==> config.mk <==
export PLATFORM = sky130hd
export DESIGN_NAME = rws_sync
export DESIGN_NICKNAME = d
export VERILOG_FILES = /design/src/hw/rws_pkg.sv /design/src/hw/rws_sync.sv
export SDC_FILE = /design/constraint.sdc
export NUM_CORES = 1
export LEC_CHECK = 0
export BUFFER_PORTS_ARGS = -buffer_cell sky130_fd_sc_hd__buf_2
export CORE_UTILIZATION = 45
export DETAILED_ROUTE_END_ITERATION = 7
export GPL_ROUTABILITY_DRIVEN = 0
export MAX_ROUTING_LAYER = met4
export PLACE_DENSITY = 0.68
export SYNTH_ARGS = -nofsm -noshare
export SYNTH_HDL_FRONTEND = slang
export SYNTH_SLANG_ARGS = --single-unit
==> constraint.sdc <==
create_clock -name clk -period 2.2 [get_ports clk]
set_input_delay 0.44 -clock clk [delete_from_list [all_inputs] [get_ports clk]]
set_output_delay 0.44 -clock clk [all_outputs]
set_load 0.01 [all_outputs]
==> src/hw/rws_pkg.sv <==
package rws_pkg;
   // bus geometry
   localparam int ADDR_W = 8;
   localparam int DATA_W = 32;
   // register offsets (byte addresses, one word each)
   localparam logic [7:0] OFF_CORE = 8'h00;
   localparam logic [7:0] OFF_CTRL = 8'h04;
   localparam logic [7:0] OFF_PEND = 8'h08;
   localparam logic [7:0] OFF_FLAG = 8'h0C;
   localparam logic [7:0] OFF_MASK = 8'h10;
   // sync channel index, also the bit position in pending_sync_flags
   localparam int CH_SOFT_RESET_REQUEST = 0;
   localparam int CH_EN = 1;
   localparam int CH_LOW = 2;
   localparam int CH_HIGH = 3;
   localparam int CH_HALF = 4;
   localparam int NCH = 5;
   // bit positions in the control word
   localparam int SOFT_RESET_BIT_BIT = 0;
   localparam int CTRL_EN_BIT = 1;
   // bit positions in the interrupt flag and mask words
   localparam int FLG_READY = 0;
   localparam int FLG_ERR = 1;
   localparam int NFLG = 2;
   // reset values
   localparam logic [7:0] RST_BYTE = 8'h00;
   localparam logic [15:0] RST_HALF = 16'h0000;
   localparam logic RST_ENABLE = 1'b0;
   // timing: bus clock and bench core clock periods
   localparam int CLK_PERIOD_NS = 40;
   localparam int CORE_PERIOD_NS = 320;
   // core clock rising edges counted before a sync completes
   localparam int SYNC_CORE_TICKS = 6;
   localparam logic [2:0] SYNC_LAST_TICK = 3'(SYNC_CORE_TICKS - 1);
   // documented delay window in core and bus periods
   localparam int SYNC_MIN_CORE = 5;
   localparam int SYNC_MIN_BUS = 2;
   localparam int SYNC_MAX_CORE = 6;
   localparam int SYNC_MAX_BUS = 3;
   localparam int CORE_CYCLES = CORE_PERIOD_NS / CLK_PERIOD_NS;
   localparam int SYNC_MIN_CYCLES = SYNC_MIN_CORE * CORE_CYCLES + SYNC_MIN_BUS;
   localparam int SYNC_MAX_CYCLES = SYNC_MAX_CORE * CORE_CYCLES + SYNC_MAX_BUS;
endpackage : rws_pkg

==> src/hw/rws_sync.sv <==
// Design decisions made here: the plain strobed port and the register offsets.
`timescale 1ns/1ns
module rws_sync
   import rws_pkg::*;
(
   input wire logic clk,
   input wire logic rst_b,
   input wire logic core_domain_clock,
   input wire logic wr_en,
   input wire logic rd_en,
   input wire logic [rws_pkg::ADDR_W-1:0] addr,
   input wire logic [rws_pkg::DATA_W-1:0] wr_data,
   input wire logic [3:0] wr_be,
   output logic [rws_pkg::DATA_W-1:0] rd_data,
   output logic irq,
   output logic [7:0] core_byte_reg_low,
   output logic [7:0] core_byte_reg_high,
   output logic [15:0] core_halfword_reg,
   output logic core_enable,
   output logic soft_reset_request
);
   import rws_pkg::*;

   // whole state of the block except the age_low helper
   typedef struct packed {
      logic clk_meta; // first synchroniser stage of the core clock
      logic clk_sync; // second stage
      logic clk_prev; // delayed copy for edge detection
      logic [NCH-1:0] busy; // pending_sync_flags
      logic [NCH-1:0] busy_prev; // busy one cycle ago, hides a tick already in flight at acceptance
      logic [NCH-1:0][2:0] cnt; // core ticks seen per channel
      logic [7:0] sh_low; // bus-side values, read back at once
      logic [7:0] sh_high;
      logic [15:0] sh_half;
      logic sh_enable;
      logic sh_soft_reset_request; // soft_reset_bit
      logic [7:0] cr_low; // core-side copies
      logic [7:0] cr_high;
      logic [15:0] cr_half;
      logic cr_enable;
      logic reset_pulse;
      logic [NFLG-1:0] flags;
      logic [NFLG-1:0] mask;
      logic [DATA_W-1:0] rd_data;
      logic irq;
   } rws_state_t;

   rws_state_t state_reg; // registered state
   rws_state_t state_next; // next state
   logic tick; // rising edge of the core clock
   logic [NCH-1:0] done; // channels finishing this cycle
   logic ready_evt; // a data register finished syncing
   logic err_evt; // a write was discarded
   logic [NFLG-1:0] set_evt; // flag set requests

   // a write to a channel is refused while it or soft reset is busy
   function automatic logic refused(input logic [NCH-1:0] busy, input int ch);
      refused = busy[ch] | busy[CH_SOFT_RESET_REQUEST];
   endfunction : refused

   // next-state logic
   always_comb
   begin
      state_next = state_reg;
      done = '0;
      err_evt = 1'b0;
      // core clock sampled through two flops, then edge detected
      state_next.clk_meta = core_domain_clock;
      state_next.clk_sync = state_reg.clk_meta;
      state_next.clk_prev = state_reg.clk_sync;
      tick = state_reg.clk_sync & ~state_reg.clk_prev;
      state_next.reset_pulse = 1'b0;
      state_next.rd_data = '0;
      state_next.busy_prev = state_reg.busy;
      // per-channel core-side counting, all channels sharing one synchroniser
      // a tick in the first busy cycle came from a core edge before the write: skip it
      for (int k = 0; k < NCH; k++)
      begin
         if (state_reg.busy[k] && state_reg.busy_prev[k] && tick)
         begin
            if (state_reg.cnt[k] == SYNC_LAST_TICK)
            begin
               // core captured the value: ack clears busy
               done[k] = 1'b1;
               state_next.busy[k] = 1'b0;
               state_next.cnt[k] = '0;
            end
            else
            begin
               state_next.cnt[k] = state_reg.cnt[k] + 3'h1;
            end
         end
      end
      // core copies take the bus-side values on completion
      if (done[CH_LOW])
      begin
         state_next.cr_low = state_reg.sh_low;
      end
      if (done[CH_HIGH])
      begin
         state_next.cr_high = state_reg.sh_high;
      end
      if (done[CH_HALF])
      begin
         state_next.cr_half = state_reg.sh_half;
      end
      if (done[CH_EN])
      begin
         state_next.cr_enable = state_reg.sh_enable;
      end
      // only data registers raise ready
      ready_evt = |done[CH_HALF:CH_LOW];
      if (done[CH_SOFT_RESET_REQUEST])
      begin
         // peripheral reset done: hardware clears bit and flag
         state_next.reset_pulse = 1'b1;
         state_next.sh_soft_reset_request = 1'b0;
         state_next.busy = '0;
         state_next.cnt = '0;
         state_next.sh_low = RST_BYTE;
         state_next.sh_high = RST_BYTE;
         state_next.sh_half = RST_HALF;
         state_next.sh_enable = RST_ENABLE;
         state_next.cr_low = RST_BYTE;
         state_next.cr_high = RST_BYTE;
         state_next.cr_half = RST_HALF;
         state_next.cr_enable = RST_ENABLE;
         ready_evt = 1'b0;
      end
      // bus writes
      if (wr_en)
      begin
         case (addr)
            OFF_CORE:
            begin
               // low byte lane
               if (wr_be[0])
               begin
                  if (refused(state_reg.busy, CH_LOW))
                  begin
                     err_evt = 1'b1;
                  end
                  else
                  begin
                     state_next.sh_low = wr_data[7:0];
                     state_next.busy[CH_LOW] = 1'b1;
                     state_next.cnt[CH_LOW] = '0;
                  end
               end
               // high byte lane
               if (wr_be[1])
               begin
                  if (refused(state_reg.busy, CH_HIGH))
                  begin
                     err_evt = 1'b1;
                  end
                  else
                  begin
                     state_next.sh_high = wr_data[15:8];
                     state_next.busy[CH_HIGH] = 1'b1;
                     state_next.cnt[CH_HIGH] = '0;
                  end
               end
               // halfword lanes; a second byte while busy is dropped
               if (wr_be[2] || wr_be[3])
               begin
                  if (refused(state_reg.busy, CH_HALF))
                  begin
                     err_evt = 1'b1;
                  end
                  else
                  begin
                     if (wr_be[2])
                     begin
                        state_next.sh_half[7:0] = wr_data[23:16];
                     end
                     if (wr_be[3])
                     begin
                        state_next.sh_half[15:8] = wr_data[31:24];
                     end
                     state_next.busy[CH_HALF] = 1'b1;
                     state_next.cnt[CH_HALF] = '0;
                  end
               end
            end
            OFF_CTRL:
            begin
               if (wr_be[0])
               begin
                  if (refused(state_reg.busy, CH_EN))
                  begin
                     err_evt = 1'b1;
                  end
                  else
                  begin
                     // enable reads back the new value at once
                     state_next.sh_enable = wr_data[CTRL_EN_BIT];
                     state_next.busy[CH_EN] = 1'b1;
                     state_next.cnt[CH_EN] = '0;
                     // soft reset only on a one; zero has no effect
                     if (wr_data[SOFT_RESET_BIT_BIT])
                     begin
                        state_next.sh_soft_reset_request = 1'b1;
                        state_next.busy[CH_SOFT_RESET_REQUEST] = 1'b1;
                        state_next.cnt[CH_SOFT_RESET_REQUEST] = '0;
                     end
                  end
               end
            end
            OFF_FLAG:
            begin
               // write one to clear
               if (wr_be[0])
               begin
                  state_next.flags = state_reg.flags & ~wr_data[NFLG-1:0];
               end
            end
            OFF_MASK:
            begin
               if (wr_be[0])
               begin
                  state_next.mask = wr_data[NFLG-1:0];
               end
            end
            default:
            begin
               // unmapped write is ignored
            end
         endcase
      end
      // events set after the clear, so set wins
      set_evt = '0;
      set_evt[FLG_READY] = ready_evt;
      set_evt[FLG_ERR] = err_evt;
      state_next.flags = state_next.flags | set_evt;
      // reads answer from bus-side state without waiting
      if (rd_en)
      begin
         case (addr)
            OFF_CORE: state_next.rd_data = {state_reg.sh_half, state_reg.sh_high, state_reg.sh_low};
            OFF_CTRL:
            begin
               state_next.rd_data[CTRL_EN_BIT] = state_reg.sh_enable;
               state_next.rd_data[SOFT_RESET_BIT_BIT] = state_reg.sh_soft_reset_request;
            end
            OFF_PEND: state_next.rd_data[NCH-1:0] = state_reg.busy;
            OFF_FLAG: state_next.rd_data[NFLG-1:0] = state_reg.flags;
            OFF_MASK: state_next.rd_data[NFLG-1:0] = state_reg.mask;
            default: state_next.rd_data = '0;
         endcase
      end
      // level interrupt while an unmasked flag stands
      state_next.irq = |(state_next.flags & state_next.mask);
   end

   // state register with synchronous reset
   always_ff @(posedge clk)
   begin
      if (!rst_b)
      begin
         state_reg <= '0;
      end
      else
      begin
         state_reg <= state_next;
      end
   end

   // outputs straight from flops
   assign rd_data = state_reg.rd_data;
   assign irq = state_reg.irq;
   assign core_byte_reg_low = state_reg.cr_low;
   assign core_byte_reg_high = state_reg.cr_high;
   assign core_halfword_reg = state_reg.cr_half;
   assign core_enable = state_reg.cr_enable;
   assign soft_reset_request = state_reg.reset_pulse;

   // helper: cycles the low byte channel has been busy
   logic [7:0] age_low;
   always_ff @(posedge clk)
   begin
      if (!rst_b || !state_reg.busy[CH_LOW])
      begin
         age_low <= 8'h00;
      end
      else
      begin
         age_low <= age_low + 8'h01;
      end
   end

   localparam int AMIN = SYNC_MIN_CYCLES;
   localparam int AMAX = SYNC_MAX_CYCLES;
endmodule : rws_sync

# After elaboration in Yosys (flattened, before gate mapping)
# Cells that the tools add are included.
# totals
word_cells,158
register_bits,133
# op_classes
n_addsub,5
n_mux,91
reduce_logical,17
eq_ne,9
bitwise_logic,11
# ops
op,count
$mux 83,1
$mux 8,8
$mux 3,18
$mux 49,1
$mux 16,3
$mux 1,39
$mux 32,1
$mux 2,10
$mux 6,3
$eq 8x4->1 const B,2
$add 3x1->3 const B,5
$eq 3x3->1 const B,5
$logic_and 1x1->1,10
$mux 5,2
$pmux 2 s5,1
$mux 9,1
$eq 8x3->1 const B,1
$eq 8x5->1 const B,1
$logic_not 8->1,1
$pmux 3 s2,1
$and 2x2->2,2
$mux 4,1
$or 1x1->1,4
$reduce_or 2->1,2
other kinds (9),10

# Depth between registers and ports, before layout
# depth
word_depth,12
ltp_mapped,8
mapped_depth_nobuf,5

# Worst setup path after synthesis
# Ideal clock, no wire load.
# synth_path
path_type,input -> register
startpoint,input port addr[1] (netlist bit)
endpoint,register state_reg[72] (netlist bit)
required_time_ps,2068
slack_ps,130
path_stages,5
arrival_time_ps,1938
n_path_buf,0
setup_time_ps,132
path_cell_list,or4_4 or3_4 or4_4 nand3_1 a21oi_1
# synth_via
elab_chain_cells,3
# synth_rtl
element,line_no,text
"start, declared",rws_sync.sv:11,"input wire logic [rws_pkg::ADDR_W-1:0] addr,"
$eq 8x3->1,rws_sync.sv:133,case (addr)
$mux 2,rws_sync.sv:133,
$mux 49,rws_sync.sv:131,if (wr_en)
"end signal, assigned",rws_sync.sv:265,state_reg <= state_next;
"end, declared",rws_sync.sv:48,rws_state_t state_reg;
# Every way passes these cells.
# A chain may end at the register's enable or synchronous reset.

# Final worst setup path
# layout_path
startpoint,register state_reg[130] (netlist bit)
endpoint,register state_reg[96] (netlist bit)
# layout_via
elab_chain_cells,9
# layout_rtl
element,line_no,text
$not 1->1 *,rws_sync.sv:71,tick = state_reg.clk_sync & ~state_reg.clk_prev;
$and 1x1->1 *,rws_sync.sv:71,
$logic_and 1x1->1 *,rws_sync.sv:79,if (state_reg.busy[k] && state_reg.busy_prev[k] && tick)
$mux 1 *,rws_sync.sv:79,
$mux 83 *,rws_sync.sv:113,if (done[CH_SOFT_RESET_REQUEST])
$mux 8,rws_sync.sv:153,"if (refused(state_reg.busy, CH_HIGH))"
$mux 8,rws_sync.sv:151,if (wr_be[1])
$mux 32,rws_sync.sv:133,
$mux 49 *,rws_sync.sv:131,
# Every way passes the cells marked *; elsewhere a longest branch is shown, timed or not.

==> flow_metrics.env <==
export IMPL_status="finished, final reports clean"
export IMPL_critPathCaptureType="register"
export IMPL_yosysUniqueCellTypes=45
export IMPL_leakagePower_nw=2.65
export IMPL_cts_path_max_buffers=2
export IMPL_synthCells=560
export IMPL_start_util_pct=47.0
export IMPL_grt_max_degree=34
export IMPL_portBuffers=115
export IMPL_grt_ovfl_total=0
export IMPL_grt_first_pass_wirelength_mm=18.8
export IMPL_synth_edf_count=0
export IMPL_r2r_start="state_reg[130]"
export IMPL_fin_worst_skew_ps=7.51
export IMPL_drt_pass1_iterations=5
export IMPL_drc=0
export IMPL_post_cts_buffers=0
export IMPL_netlist_area_sq_mm=0.00518
export IMPL_hold_ws_ps=239
export IMPL_synth_area_per_cell_sq_um=9.25
export IMPL_via_per_inst=5.20
export IMPL_cts_resized_gates=0
export IMPL_final_layout_size_suffix_gt1_share_pct=27.4
export IMPL_regArea_sq_mm=0.00266
export IMPL_diodes=0
export IMPL_r2r_slack_ps=300
export IMPL_ys_flop_type="dfxtp_1"
export IMPL_areaGrowthSynthToFinish_pct=18.4
export IMPL_syn_nets=609
export IMPL_yosysWarnings=0
export IMPL_slew_headroom_pct=47.9
export IMPL_setup_violations_final=0
export IMPL_dp_hpwl_mm=8.03
export IMPL_crit_path_top_delay_cell="a21oi_1"
export IMPL_fin_nets=677
export IMPL_report_final_slew_viol_count=0
export IMPL_setup_tns_ps=0
export IMPL_endpoint="state_reg[96]"
export IMPL_drt_iter0_drc=164
export IMPL_postSynth_asyncResetShare_pct=0
export IMPL_worst_path_buf_inv=0
export IMPL_grt_pass1_vias=3917
export IMPL_path_depth=5
export IMPL_max_freq_mhz=525
export IMPL_multi_input_area_sq_mm=0.00193
export IMPL_hp_class="input port to register"
export IMPL_cap_violations=0
export IMPL_cts_inserted_buffers=17
export IMPL_final_hold_viol_count=0
export IMPL_required_ps=2550
export IMPL_path_class="register to register"
export IMPL_worst_path_largest_cell_delay_ps=620
export IMPL_rsz0062_at_grt="false"
export IMPL_cts_sinks=133
export IMPL_crit_arrival_ps=2260
export IMPL_coreArea_sq_mm=0.0110
export IMPL_antenna_found_initial=0
export IMPL_ys_seq_elements=133
export IMPL_cp_top_family="compound AO/OA/AOI/OAI gates"
export IMPL_worstRegToRegCells=5
export IMPL_ir_worst_vdd_uv=417
export IMPL_power_density_mw_per_mm2=862
export IMPL_dp_slack_ps=-125
export IMPL_crit_fanout=11
export IMPL_die_x_um=109
export IMPL_ys_seq_area_share_pct=51.4
export IMPL_vias=4048
export IMPL_holdBufCountCts=0
export IMPL_final_antenna_net_count=0
export IMPL_worst_slew_pin_slew_ps=782
export IMPL_wl_mm=11.5
export IMPL_worstPathCellList="and4b_1 > nand4_1 > nand2_1 > a21oi_1 > a22o_1"
export IMPL_root_buffer="clkbuf_16"
export IMPL_avgRoutedWirePerCell_um=14.8
export IMPL_cts_clk_slew_worst_paths_ps=50
export IMPL_cts_htree_levels=4
export IMPL_n_fill_cell=1031
export IMPL_io_pins=116
export IMPL_setup_slack_ps=296
export IMPL_largest_reg_flops=59
export IMPL_dieHeight_um=109
export IMPL_grt_usage_pct=21.4
export IMPL_fin_crit_ps=1900
export IMPL_cts_tree="built"
export IMPL_critPathLaunch="state_reg[130]"
export IMPL_reg2reg_to="state_reg[96]"
export IMPL_start_kind="register"
export IMPL_fin_crit_sh_pct=86.5
export IMPL_die_area_sq_mm=0.0119
export IMPL_rows=38
export IMPL_clock_latency_ps=410
-- worst min-delay path by stage --
stage,startpoint,end,slack [ps],cells after the start
final,wr_data[12],state_reg[93],240,2
after global routing,wr_data[12],state_reg[93],230,2
after CTS,wr_data[12],state_reg[93],220,2
after detailed placement,state_next[131],state_next[130],430,1
after global placement,state_next[131],state_next[130],440,1
after floorplan,state_next[131],state_next[130],410,1
-- where the power goes --
group | leakage, nW | internal, mW | switching, mW | total, mW
Clock | 0.285 | 1.79 | 0.953 | 2.75
Combinational | 1.30 | 0.0515 | 0.0735 | 0.125
Sequential | 1.07 | 2.41 | 0.00284 | 2.42
-- Yosys cell counts (2+ instances only) --
cell type / number / share of area (%)
and3_1: 7 / 0.85
or3b_2: 2 / 0.34
nor4bb_1: 2 / 0.39
and4b_1: 3 / 0.58
a22oi_1: 8 / 1.2
nor3b_1: 5 / 0.72
clkbuf_1: 19 / 1.4
nor3_1: 10 / 0.97
nand4_1: 5 / 0.60
nand4b_1: 3 / 0.51
dfxtp_1: 133 / 51
mux2i_1: 19 / 3.7
a32o_1: 2 / 0.39
a221oi_1: 2 / 0.34
xnor2_1: 3 / 0.51
mux2_2: 2 / 0.43
xor2_1: 2 / 0.34
nand3_1: 19 / 1.8
a22o_1: 11 / 1.9
nand2_1: 65 / 4.7
nor2b_1: 3 / 0.36
buf_4: 64 / 9.3
a21oi_1: 49 / 4.7
or4_4: 2 / 0.43
nor4_1: 3 / 0.36
nor2_1: 50 / 3.6
buf_2: 5 / 0.48
o21ai_0: 5 / 0.48
and2_1: 39 / 4.7
inv_1: 3 / 0.22
-- per-stage QoR --
stage / cells / cell area (sq um) / total power, mW / util (%)
floorplan: 560 / 5180 / 2.51 / -
global placement: 749 / 5560 / 2.59 / 50.4
detailed placement: 749 / 5560 / 2.59 / 50.4
CTS: 778 / 6140 / 5.34 / 55.6
global route: 778 / 6140 / 5.46 / 55.6
finish: 778 / 6140 / 5.29 / 55.6
-- cell families (layout without fill, tap and decap cells) --
logic type	Yosys count	in the layout	synth area share, %
XOR/XNOR	5	5	0.845
AND/OR/NAND/NOR	223	223	21.8
flip-flops	133	133	51.4
AO/OA/AOI/OAI	85	85	10.4
multiplexers	21	21	4.11
buffers and inverters	93	171	11.5
-- layout make-up --
| cell class | instances | area share (%) |
|---|---|---|
| clock buffer | 25 | 8.24 |
| clock inverter | 4 | 1.14 |
| inverter | 4 | 0.245 |
| multi-input combinational | 334 | 31.5 |
| sequential | 133 | 43.4 |
| tap | 140 | 2.85 |
| timing repair buffer | 138 | 12.6 |
-- routing by layer --
metal  share of wire (%)  track usage, %  up-vias
met3                 6.2            5.57       11
met5                   0               -        -
li1                    -               -     1983
met1                  43            24.9     1913
met4                 1.2            8.10        0
met2                  49            35.5      141
-- layout by cell type, fill, tap and decap left out, drive strengths merged, types with 5 or more instances in the layout --
cell,Yosys,routed
nor3b,5,5
nor3,10,10
and2,39,39
clkbuf,19,25
o21ai,5,5
nand2,65,65
dfxtp,133,133
nand4,5,5
a22oi,8,8
buf,70,138
a21oi,49,49
mux2i,19,19
and3,7,7
a22o,11,11
nor2,50,50
nand3,19,19
Note: power is estimated with default switching activity, not from simulation.
